### config.mk
export PLATFORM = sky130hd
export DESIGN_NAME = output_signal_logic_combiner
export DESIGN_NICKNAME = d
export VERILOG_FILES = /design/src/hdl/logic_combiner_pkg.sv /design/src/hdl/output_signal_logic_combiner.sv
export SDC_FILE = /design/constraint.sdc
export NUM_CORES = 1
export LEC_CHECK = 0
export ABC_AREA = 1
export BUFFER_PORTS_ARGS = -buffer_cell sky130_fd_sc_hd__buf_2
export CAP_MARGIN = 20
export CORE_MARGIN = 2
export CORE_UTILIZATION = 35
export CTS_CLUSTER_DIAMETER = 50
export CTS_CLUSTER_SIZE = 20
export DETAILED_ROUTE_END_ITERATION = 10
export PLACE_DENSITY_LB_ADDON = 0.05
export SLEW_MARGIN = 10
export SYNTH_ARGS = -nofsm -noshare
export SYNTH_HDL_FRONTEND = slang
export SYNTH_SLANG_ARGS = --single-unit
export TNS_END_PERCENT = 20
### constraint.sdc
create_clock -name clk_i -period 3.17 [get_ports clk_i]
set_input_delay 0.317 -clock clk_i [delete_from_list [all_inputs] [get_ports clk_i]]
set_output_delay 0.317 -clock clk_i [all_outputs]
set_load 0.01 [all_outputs]
### src/hdl/logic_combiner_pkg.sv
package logic_combiner_pkg;

   // ---------------------------------------------------------------
   // register word indexes (byte address = 4 * index)
   // ---------------------------------------------------------------
   localparam int          ADDR_W          = 8;
   localparam logic [7:0]  IDX_UNIT_CFG0   = 8'h00;  // six words, 0x00..0x05
   localparam logic [7:0]  IDX_OUT_SEL0    = 8'h06;  // terminals 0..4, then alarm relay
   localparam logic [7:0]  IDX_PROTO       = 8'h0C;
   localparam logic [7:0]  IDX_RX_LIMIT    = 8'h0D;
   localparam logic [7:0]  IDX_FAN_CTRL    = 8'h0E;
   localparam logic [7:0]  IDX_FAN_FULL    = 8'h0F;
   localparam logic [7:0]  IDX_CAP_LIMIT   = 8'h10;
   localparam logic [7:0]  IDX_LIFE_MON    = 8'h11;
   localparam logic [7:0]  IDX_INT_STATUS  = 8'h12;
   localparam logic [7:0]  IDX_INT_MASK    = 8'h13;
   localparam logic [7:0]  IDX_RESULTS     = 8'h14;

   // ---------------------------------------------------------------
   // field layout of a unit word
   // ---------------------------------------------------------------
   localparam int          UNIT_A_LSB      = 0;
   localparam int          UNIT_B_LSB      = 8;
   localparam int          UNIT_OP_LSB     = 16;

   // ---------------------------------------------------------------
   // codes
   // ---------------------------------------------------------------
   localparam int          NUM_UNITS       = 6;
   localparam int          NUM_TERMS       = 5;
   localparam logic [5:0]  CODE_RUN        = 6'h00;
   localparam logic [5:0]  CODE_FREQ_OVR   = 6'h02;
   localparam logic [5:0]  CODE_LINK_DISC  = 6'h20;  // 32
   localparam logic [5:0]  CODE_RESULT_LO  = 6'h21;  // 33
   localparam logic [5:0]  CODE_RESULT_HI  = 6'h26;  // 38
   localparam logic [5:0]  CODE_CAP_LIFE   = 6'h27;  // 39
   localparam logic [5:0]  CODE_FAN_DROP   = 6'h28;  // 40
   localparam logic [5:0]  CODE_MAX        = 6'h38;  // 56
   localparam logic [1:0]  OP_AND          = 2'h0;
   localparam logic [1:0]  OP_OR           = 2'h1;
   localparam logic [1:0]  OP_XOR          = 2'h2;
   localparam logic [1:0]  FAN_CTRL_NOWARN = 2'h1;
   localparam logic        PROTO_MODBUS    = 1'h1;

   // ---------------------------------------------------------------
   // reset values and timing
   // ---------------------------------------------------------------
   localparam logic [15:0] FAN_FULL_RST    = 16'hFFFF;
   localparam logic [31:0] CAP_LIMIT_RST   = 32'h0000_0000;
   localparam logic [13:0] RX_LIMIT_RST    = 14'h0000;
   localparam logic [13:0] RX_LIMIT_MAX    = 14'h270F;  // 99.99 s in 10 ms steps
   localparam int          CLK_HZ          = 20_000_000;
   localparam int          TICK_MS         = 10;
   localparam int          TICK_CYCLES     = CLK_HZ / 1000 * TICK_MS;

endpackage

### src/hdl/output_signal_logic_combiner.sv
// Function
// - six units, each two operands and operator
// - operand code picks status signal 00..56
// - logic results never feed any operand
// - operator 00 AND, 01 OR, 02 XOR
// - codes 33..38 route unit results out
// - code 00 run, code 02 frequency overreached
// - disconnect flag only under Modbus-RTU protocol
// - timeout sets flag until next reception
// - timeout limit 0.00 to 99.99 seconds
// - code 32 routes disconnect flag out
// - code 39 routes capacitor life warning
// - fan flag at or below 75 percent
// - fan control 01 suppresses fan flag
//
// Implementation choices: the address-and-strobe port and the register offsets.
module output_signal_logic_combiner #(
   parameter int TICK_CYCLES = logic_combiner_pkg::TICK_CYCLES
) (
   input  wire logic        clk_i,
   input  wire logic        resetn_i,
   input  wire logic [7:0]  reg_addr_i,
   input  wire logic [31:0] reg_wdata_i,
   input  wire logic        reg_wr_i,
   input  wire logic        reg_rd_i,
   output logic      [31:0] reg_rdata_o,
   input  wire logic [56:0] status_i,
   input  wire logic        rx_frame_done_i,
   input  wire logic [15:0] fan_speed_i,
   input  wire logic [7:0]  cap_temp_i,
   output logic      [4:0]  terminal_o,
   output logic             alarm_relay_o,
   output logic      [5:0]  logic_result_o,
   output logic             irq_o
);

   // ---------------------------------------------------------------
   // state
   // ---------------------------------------------------------------
   typedef struct packed {
      logic [5:0][5:0] opa;
      logic [5:0][5:0] opb;
      logic [5:0][1:0] op;
      logic [5:0][5:0] out_sel;
      logic            proto;
      logic [13:0]     rx_limit;
      logic [1:0]      fan_ctrl;
      logic [15:0]     fan_full;
      logic [31:0]     cap_limit;
      logic [31:0]     cap_acc;
      logic [2:0]      int_status;
      logic [2:0]      int_mask;
      logic [17:0]     div;
      logic [13:0]     tmo;
      logic            link;
      logic            cap;
      logic            fan;
      logic [5:0]      res;
      logic [4:0]      term;
      logic            alarm;
      logic            irq;
      logic [31:0]     rdata;
   } state_t;

   state_t s_r;
   state_t s_nxt;

   logic [63:0] oper_vec;
   logic [63:0] out_vec;
   logic [5:0]  unit_res;
   logic [5:0]  opa_val;
   logic [5:0]  opb_val;

   // ---------------------------------------------------------------
   // signal vectors
   // ---------------------------------------------------------------
   // results sit at 33..38 only in the output vector, so no unit can loop
   always_comb begin
      oper_vec                                 = {7'h00, status_i};
      oper_vec[logic_combiner_pkg::CODE_LINK_DISC] = s_r.link;
      oper_vec[logic_combiner_pkg::CODE_CAP_LIFE]  = s_r.cap;
      oper_vec[logic_combiner_pkg::CODE_FAN_DROP]  = s_r.fan;
      for (int k = 33; k <= 38; k++) begin
         oper_vec[k] = 1'b0;
      end
      out_vec = oper_vec;
      for (int k = 0; k < logic_combiner_pkg::NUM_UNITS; k++) begin
         out_vec[33 + k] = s_r.res[k];
      end
   end

   // ---------------------------------------------------------------
   // combining units
   // ---------------------------------------------------------------
   genvar u;
   generate
      for (u = 0; u < logic_combiner_pkg::NUM_UNITS; u++) begin : g_unit
         // codes above 56 read the zero-filled top of the vector
         assign opa_val[u] = oper_vec[s_r.opa[u]];
         assign opb_val[u] = oper_vec[s_r.opb[u]];
         always_comb begin
            unique case (s_r.op[u])
               logic_combiner_pkg::OP_AND: unit_res[u] = opa_val[u] & opb_val[u];
               logic_combiner_pkg::OP_OR:  unit_res[u] = opa_val[u] | opb_val[u];
               logic_combiner_pkg::OP_XOR: unit_res[u] = opa_val[u] ^ opb_val[u];
               default:                    unit_res[u] = 1'b0;
            endcase
         end
      end
   endgenerate

   // ---------------------------------------------------------------
   // next state
   // ---------------------------------------------------------------
   logic        tick;
   logic        modbus;
   logic [17:0] fan_lhs;
   logic [17:0] fan_rhs;
   logic [2:0]  events;
   logic [5:0]  widx;

   always_comb begin
      s_nxt   = s_r;
      tick    = (s_r.div == 18'(TICK_CYCLES - 1));
      modbus  = (s_r.proto == logic_combiner_pkg::PROTO_MODBUS);
      fan_lhs = {fan_speed_i, 2'b00};
      fan_rhs = 18'({2'b00, s_r.fan_full} + {1'b0, s_r.fan_full, 1'b0});
      widx    = 6'(reg_addr_i - logic_combiner_pkg::IDX_OUT_SEL0);

      // 10 ms time base
      s_nxt.div = tick ? 18'h00000 : 18'(s_r.div + 18'h00001);

      // reception timeout; a limit of zero disables it
      if (!modbus || rx_frame_done_i) begin
         s_nxt.tmo  = 14'h0000;
         s_nxt.link = 1'b0;
      end else if (tick && !s_r.link && s_r.rx_limit != 14'h0000) begin
         s_nxt.tmo = 14'(s_r.tmo + 14'h0001);
         if (14'(s_r.tmo + 14'h0001) >= s_r.rx_limit) begin
            s_nxt.link = 1'b1;
         end
      end

      // capacitor wear: hotter boards age faster
      if (tick && s_r.cap_acc != 32'hFFFF_FFFF) begin
         s_nxt.cap_acc = 32'(s_r.cap_acc + {29'h0, cap_temp_i[7:6]} + 32'h1);
      end
      s_nxt.cap = (s_r.cap_limit != 32'h0) && (s_r.cap_acc >= s_r.cap_limit);

      s_nxt.fan = (s_r.fan_ctrl != logic_combiner_pkg::FAN_CTRL_NOWARN)
                  && (fan_lhs <= fan_rhs);

      s_nxt.res = unit_res;
      for (int t = 0; t < logic_combiner_pkg::NUM_TERMS; t++) begin
         s_nxt.term[t] = out_vec[s_r.out_sel[t]];
      end
      s_nxt.alarm = out_vec[s_r.out_sel[5]];

      // rising edges of the three flags; set beats a same-cycle clear
      events = {s_nxt.fan & ~s_r.fan, s_nxt.cap & ~s_r.cap, s_nxt.link & ~s_r.link};
      if (reg_wr_i && reg_addr_i == logic_combiner_pkg::IDX_INT_STATUS) begin
         s_nxt.int_status = s_r.int_status & ~reg_wdata_i[2:0];
      end
      s_nxt.int_status = s_nxt.int_status | events;
      s_nxt.irq        = |(s_r.int_status & s_r.int_mask);

      if (reg_wr_i) begin
         if (reg_addr_i < logic_combiner_pkg::IDX_OUT_SEL0) begin
            s_nxt.opa[reg_addr_i[2:0]] = reg_wdata_i[logic_combiner_pkg::UNIT_A_LSB +: 6];
            s_nxt.opb[reg_addr_i[2:0]] = reg_wdata_i[logic_combiner_pkg::UNIT_B_LSB +: 6];
            s_nxt.op[reg_addr_i[2:0]]  = reg_wdata_i[logic_combiner_pkg::UNIT_OP_LSB +: 2];
         end else if (reg_addr_i < logic_combiner_pkg::IDX_PROTO) begin
            s_nxt.out_sel[widx[2:0]] = reg_wdata_i[5:0];
         end else begin
            unique case (reg_addr_i)
               logic_combiner_pkg::IDX_PROTO:     s_nxt.proto = reg_wdata_i[0];
               logic_combiner_pkg::IDX_RX_LIMIT: begin
                  // clamp to 99.99 s
                  s_nxt.rx_limit = (reg_wdata_i[13:0] > logic_combiner_pkg::RX_LIMIT_MAX)
                                   ? logic_combiner_pkg::RX_LIMIT_MAX : reg_wdata_i[13:0];
               end
               logic_combiner_pkg::IDX_FAN_CTRL:  s_nxt.fan_ctrl  = reg_wdata_i[1:0];
               logic_combiner_pkg::IDX_FAN_FULL:  s_nxt.fan_full  = reg_wdata_i[15:0];
               logic_combiner_pkg::IDX_CAP_LIMIT: s_nxt.cap_limit = reg_wdata_i;
               logic_combiner_pkg::IDX_INT_MASK:  s_nxt.int_mask  = reg_wdata_i[2:0];
               default: ;
            endcase
         end
      end

      s_nxt.rdata = 32'h0000_0000;
      if (reg_rd_i) begin
         if (reg_addr_i < logic_combiner_pkg::IDX_OUT_SEL0) begin
            s_nxt.rdata = {14'h0, s_r.op[reg_addr_i[2:0]], 2'h0, s_r.opb[reg_addr_i[2:0]],
                           2'h0, s_r.opa[reg_addr_i[2:0]]};
         end else if (reg_addr_i < logic_combiner_pkg::IDX_PROTO) begin
            s_nxt.rdata = {26'h0, s_r.out_sel[widx[2:0]]};
         end else begin
            unique case (reg_addr_i)
               logic_combiner_pkg::IDX_PROTO:      s_nxt.rdata = {31'h0, s_r.proto};
               logic_combiner_pkg::IDX_RX_LIMIT:   s_nxt.rdata = {18'h0, s_r.rx_limit};
               logic_combiner_pkg::IDX_FAN_CTRL:   s_nxt.rdata = {30'h0, s_r.fan_ctrl};
               logic_combiner_pkg::IDX_FAN_FULL:   s_nxt.rdata = {16'h0, s_r.fan_full};
               logic_combiner_pkg::IDX_CAP_LIMIT:  s_nxt.rdata = s_r.cap_limit;
               logic_combiner_pkg::IDX_LIFE_MON:   s_nxt.rdata = {30'h0, s_r.fan, s_r.cap};
               logic_combiner_pkg::IDX_INT_STATUS: s_nxt.rdata = {29'h0, s_r.int_status};
               logic_combiner_pkg::IDX_INT_MASK:   s_nxt.rdata = {29'h0, s_r.int_mask};
               logic_combiner_pkg::IDX_RESULTS:    s_nxt.rdata = {26'h0, s_r.res};
               default:                            s_nxt.rdata = 32'h0000_0000;
            endcase
         end
      end
   end

   // ---------------------------------------------------------------
   // state register
   // ---------------------------------------------------------------
   always_ff @(posedge clk_i) begin
      if (!resetn_i) begin
         s_r           <= '0;
         s_r.rx_limit  <= logic_combiner_pkg::RX_LIMIT_RST;
         s_r.fan_full  <= logic_combiner_pkg::FAN_FULL_RST;
         s_r.cap_limit <= logic_combiner_pkg::CAP_LIMIT_RST;
      end else begin
         s_r <= s_nxt;
      end
   end

   assign reg_rdata_o    = s_r.rdata;
   assign terminal_o     = s_r.term;
   assign alarm_relay_o  = s_r.alarm;
   assign logic_result_o = s_r.res;
   assign irq_o          = s_r.irq;
endmodule

# Yosys cells after proc, flatten, opt, wreduce, memory -nomap -nowiden
# Index checks and enable logic that the tools add are counted.
# classes
reduce_logical	32
n_lt_le_gt_ge	28
n_eq_ne	24
muxes	68
n_addsub	6
bitwise_logic	32
# op_table
operator	n
case mux 32 bit (9 select lines)	1
< comparator 6 x 7 -> 1 bit, second input constant	18
binary-select mux 1 bit (select 6 bit)	18
bitwise mux 36 bit	3
binary-select mux 6 bit (select 3 bit)	3
equality test 8 x 5 -> 1 bit, second input constant	5
demux 6 bit (select 3 bit)	2
two-way mux 18 bit	2
adder 32 x 1 -> 32 bit, second input constant	1
adder 32 x 2 -> 32 bit	1
equality test 8 x 4 -> 1 bit, second input constant	4
greater-or-equal comparator 32 bit	1
!= test 32 bit, second input constant	1
nonzero test 32 bit	1
two-way mux 6 bit	5
AND reduction 4 bit	6
two-way mux 1 bit	21
adder 16 x 17 -> 18 bit	1
adder 18 x 1 -> 18 bit, second input constant	1
equality test 18 bit, second input constant	1
<= comparator 18 bit	1
case mux 1 bit (3 select lines)	6
adder 14 x 1 -> 14 bit, second input constant	1
greater-or-equal comparator 14 bit	1
32 further kinds	85
# word_totals
output_inout_bits	45
register_bits	303
input_bits	126
word_cells	233

# Longest topological paths before layout
# logic_depth
ltp_word	7
ltp_mapped	19
ltp_nobuf	19

# Least setup slack after synthesis
# OpenSTA, ideal clock, no wires.
# synth_path
path_kind	register to register
start	register s_r[152] (netlist bit)
end	register s_r[85] (netlist bit)
setup_ns	0.113
arrival_time_ns	2.714
stages_incl_launch_ff	18
t_required_ns	3.057
slack_ns	0.343
n_path_buf	0
synth_period_minus_slack_ns	2.827
cell_sequence	dfxtp_1 -> ha_1 -> nand2_1 -> o21ai_0 -> a21oi_1 -> o21ai_0 -> nand3_1 -> nand3_1 -> nand2_1 -> ha_1 -> nand2_1 -> nor2_1 -> nor3b_1 -> nand4_1 -> nand3_1 -> nand2_1 -> nand3_1 -> nand2_1
# synth_between
elab_chain_cells	5
# synth_lines
element	line_no	source
start: declaration	output_signal_logic_combiner.sv:65	state_t s_r;
start signal: assignment	output_signal_logic_combiner.sv:225	s_r <= s_nxt;
adder 16 x 17 -> 18 bit	output_signal_logic_combiner.sv:127	fan_rhs = 18'({2'b00, s_r.fan_full} + {1'b0, s_r.fan_full, 1'b0});
<= comparator 18 bit	output_signal_logic_combiner.sv:151	&& (fan_lhs <= fan_rhs);
logical AND 1 bit	output_signal_logic_combiner.sv:151	
AND 1 bit	output_signal_logic_combiner.sv:160	events = {s_nxt.fan & ~s_r.fan, s_nxt.cap & ~s_r.cap, s_nxt.link & ~s_r.link};
bitwise OR 3 bit	output_signal_logic_combiner.sv:164	s_nxt.int_status = s_nxt.int_status | events;
# Every way passes these cells.
# A chain may end at the register's enable or synchronous reset.

# Worst setup path in the final report
# layout_path
start	register s_r[151] (netlist bit)
end	register s_r[85] (netlist bit)
# The elaborated chain is that of the path after synthesis.

==> summary.md <==
| Metric | Value |
|---|---|
| Async set or reset register ratio after synthesis | `0%` |
| Worst slew pin tran | `957.0 ps` |
| Most common cell in the synthesized netlist | `nand2_1` |
| FP Rows | `97` |
| Top cells by count, synth | `787 x nand2_1, 574 x a21oi_1, 491 x o21ai_0` |
| Vias per cell | `5.694` |
| Tot GR Track Use | `31.73%` |
| Clock skew | `17.10 ps` |
| RSZ-0062 raised after global routing | `false` |
| Status | `finished clean` |
| Routed WL per cell | `23.73 um` |
| #FFs+latches synth | `303` |
| First-pass GRT wire length | `176.4 mm` |
| Synth top area share | `24.29%` |
| Clock tree buffer depth | `3` |
| Cells after Synth | `4089` |
| Chip height | `271.1 um` |
| DRT antenna net count | `0` |
| Fin. max-slew vios | `0` |
| Core footprint | `70390 um2` |
| Critical path class | `flip-flop to flip-flop` |
| Top Ports | `171` |
| Seq/Total Area, Yosys | `24.29%` |
| Leak Pwr | `11.20 nW` |
| Worst setup startpoint | `s_r[151]$_SDFFE_PN1P_` |
| Total wire length | `121.1 mm` |
| Final Hold Fails | `0` |
| Drc violations | `0` |
| Input/output buffers | `155` |
| Setup violations, final | `0` |
| H-Tree Depth | `2` |
| Power, Total | `0.01133 W` |
| Die ar. | `73500 um2` |
| Share of layout cells above drive strength 1 | `10.34%` |
| Max IR drop VDD | `0.3571 mV` |
| Nature of the critical path startpoint | `flip-flop` |
| DRT iter0 DRCs | `3025` |
| Syn_nets | `4314` |
| Synth top area cells | `dfxtp_1 24%, nand2_1 12%, a21oi_1 12%` |
| Die Span X | `271.1 um` |
| # fillers | `7751` |
| R2R Path Start | `s_r[151]$_SDFFE_PN1P_` |
| Drt pass-1 iters | `6` |
| Antenna violations before repair | `5` |
| Final Cycle Share | `90.37%` |
| Worst path arrival time | `3390 ps` |
| # nets final | `4342` |
| Maximum number of pins on one net before global-route repair | `175` |
| Root Buffer | `clkbuf_16` |
| Critical Path RT | `3690 ps` |
| HP Start | `reg_wdata_i[6]` |
| Vias | `29050` |
| Crit Path Max Fanout | `5` |
| Power Dens Cells | `397.0 nW/um2` |
| Yosys cell types | `52` |
| Peak Freq | `349.1 MHz` |
| Period minus WS final | `2865 ps` |
| Post-DP HPWL | `83.13 mm` |
| Synth Warn # | `0` |
| Crit path capture type | `flip-flop` |
| CTS tree | `done` |
| Sinks on the clock net | `303` |
| CTS Buf Count | `55` |
| Synth area leader | `dfxtp_1` |
| Post-Syn Area | `24970 um2` |
| Maxcap violations | `0` |
| TNS Setup | `0 ps` |
| Syn Area/Cell | `6.107 um2` |
| EDFF count, synth | `0` |
| Vias in the first global route | `26100` |
| Synth Flop Type | `dfxtp_1` |
| Synth-to-Final Area Change | `14.31%` |
| Routability cong. | `0.9804` |
| Worst min-delay path class | `input port to flip-flop` |
| Clk slew on worst S/H paths | `60 ps` |
| Initial Util | `35.47%` |
| GRT overflow | `0` |
| Relative slew margins | `36.13%` |
| Clk_lat worst skew | `630 ps` |
-- critical path, cell delays in order (launching register included) --
cell,delay [ps]
dfxtp_2,350
nand2_1,90
inv_1,60
fa_2,350
nand3_1,90
nand2_2,90
nand3_1,90
nand4_1,140
nand2_1,90
nand2_1,80
xor2_1,160
ha_1,290
nand2_1,80
nor2_1,130
nor3b_2,250
nand4_1,110
nand3_1,120
nand2_1,90
nand3_1,70
nand2_1,40
-- registers in the layout (all words and copies together), names as in the netlist --
| register | flops |
|---|---|
| s_r | 254 |
| reg_rdata_o | 32 |
| oper_vec | 3 |
| terminal_o | 5 |
| alarm_relay_o | 1 |
| modbus | 1 |
| logic_result_o | 6 |
| irq_o | 1 |
-- per-layer routing --
layer  wire length (um)  track usage, %  vias to the layer above  share of wire, %
li1                   -               -                    14100                 -
met4               5585           13.13                        4               4.6
met3               8666           4.340                      273               7.2
met1              51180           41.71                    13490                42
met5                 23               0                        -             0.019
met2              55610           52.11                     1176                46
-- placed cells by master, fill, tap and decap left out, types with 13 or more instances in the layout --
| master | Yosys | final |
|---|---|---|
| clkbuf_16 | 0 | 55 |
| o221ai_1 | 16 | 16 |
| dlygate4sd3_1 | 0 | 17 |
| nand4_1 | 53 | 53 |
| nor3_1 | 60 | 60 |
| o22ai_1 | 32 | 32 |
| xnor2_1 | 15 | 15 |
| nand3b_1 | 20 | 20 |
| nor2_1 | 222 | 222 |
| clkinv_1 | 30 | 29 |
| a21oi_1 | 574 | 574 |
| xor2_1 | 35 | 35 |
| dfxtp_1 | 303 | 302 |
| o21ai_0 | 491 | 488 |
| ha_1 | 97 | 97 |
| o211ai_1 | 147 | 147 |
| o21ai_1 | 20 | 23 |
| nand3_1 | 419 | 419 |
| buf_2 | 53 | 154 |
| inv_2 | 12 | 13 |
| inv_1 | 329 | 329 |
| nand2_1 | 787 | 786 |
| buf_4 | 45 | 126 |
-- cells by family (layout without fill, tap and decap cells) --
logic type | Yosys count | count (layout) | synth area share (%)
and+or+nand+nor | 1607 | 1607 | 28.34
adders and majority gates | 99 | 99 | 5.021
AOI/OAI and AO/OA | 1330 | 1330 | 29.10
xor gates and xnor gates | 50 | 50 | 1.754
DFF | 303 | 303 | 24.29
other | 0 | 1 | 0
buffers and inverters | 700 | 771 | 11.49
-- repair_timing --
action | 4_1_cts | 5_1_grt
endpoints found under the setup margin | 0 | 2
resized for setup | 0 | 11
buffers inserted | 0 | 0
hold endpoints to repair | 18 | 0
hold buffers | 17 | 0
-- through the flow --
step	hold WS, ps	area [um2]	cells	setup WS (ps)	utilization [%]
after CTS	0.5332	28520	5100	9.949	40.51
after global placement	458.8	26440	4983	41.03	37.56
after detailed placement	456.2	26440	4983	38.69	37.56
after global routing	14.80	28540	5100	22.52	40.55
after floorplan	439.0	24970	4089	342.8	-
final	28.29	28540	5101	305.3	40.55
-- power by group --
part           switching (W)  leakage, nW  internal [W]
combinational       0.000917         7.83      0.000304
clock                0.00239        0.920       0.00386
sequential         0.0000285         2.44       0.00383
total                0.00334         11.2       0.00799
-- area by class of cell --
class | instances | area (um2) | area share (%)
well taps | 940 | 1176 | 4.120
inverters | 371 | 1393 | 4.879
clock buffers | 65 | 1474 | 5.163
flip-flops and latches | 303 | 6067 | 21.25
diodes | 1 | 2.502 | 0.008767
clock inverters | 35 | 434.2 | 1.521
repair buffers | 300 | 1938 | 6.790
multi-input cells | 3086 | 16060 | 56.26
-- final timing paths --
path / slack, ps / endpoint / cells past startpoint
hold / removal: 30 / s_r[156]$_SDFFE_PN1P_ / 3
setup / recovery: 310 / s_r[85]$_SDFF_PN0_ / 19
hold reg to reg: 460 / s_r[79]$_SDFF_PP0_ / 2
setup reg to reg: 310 / s_r[85]$_SDFF_PN0_ / 19
No activity file was read; power rests on OpenSTA's default activity.
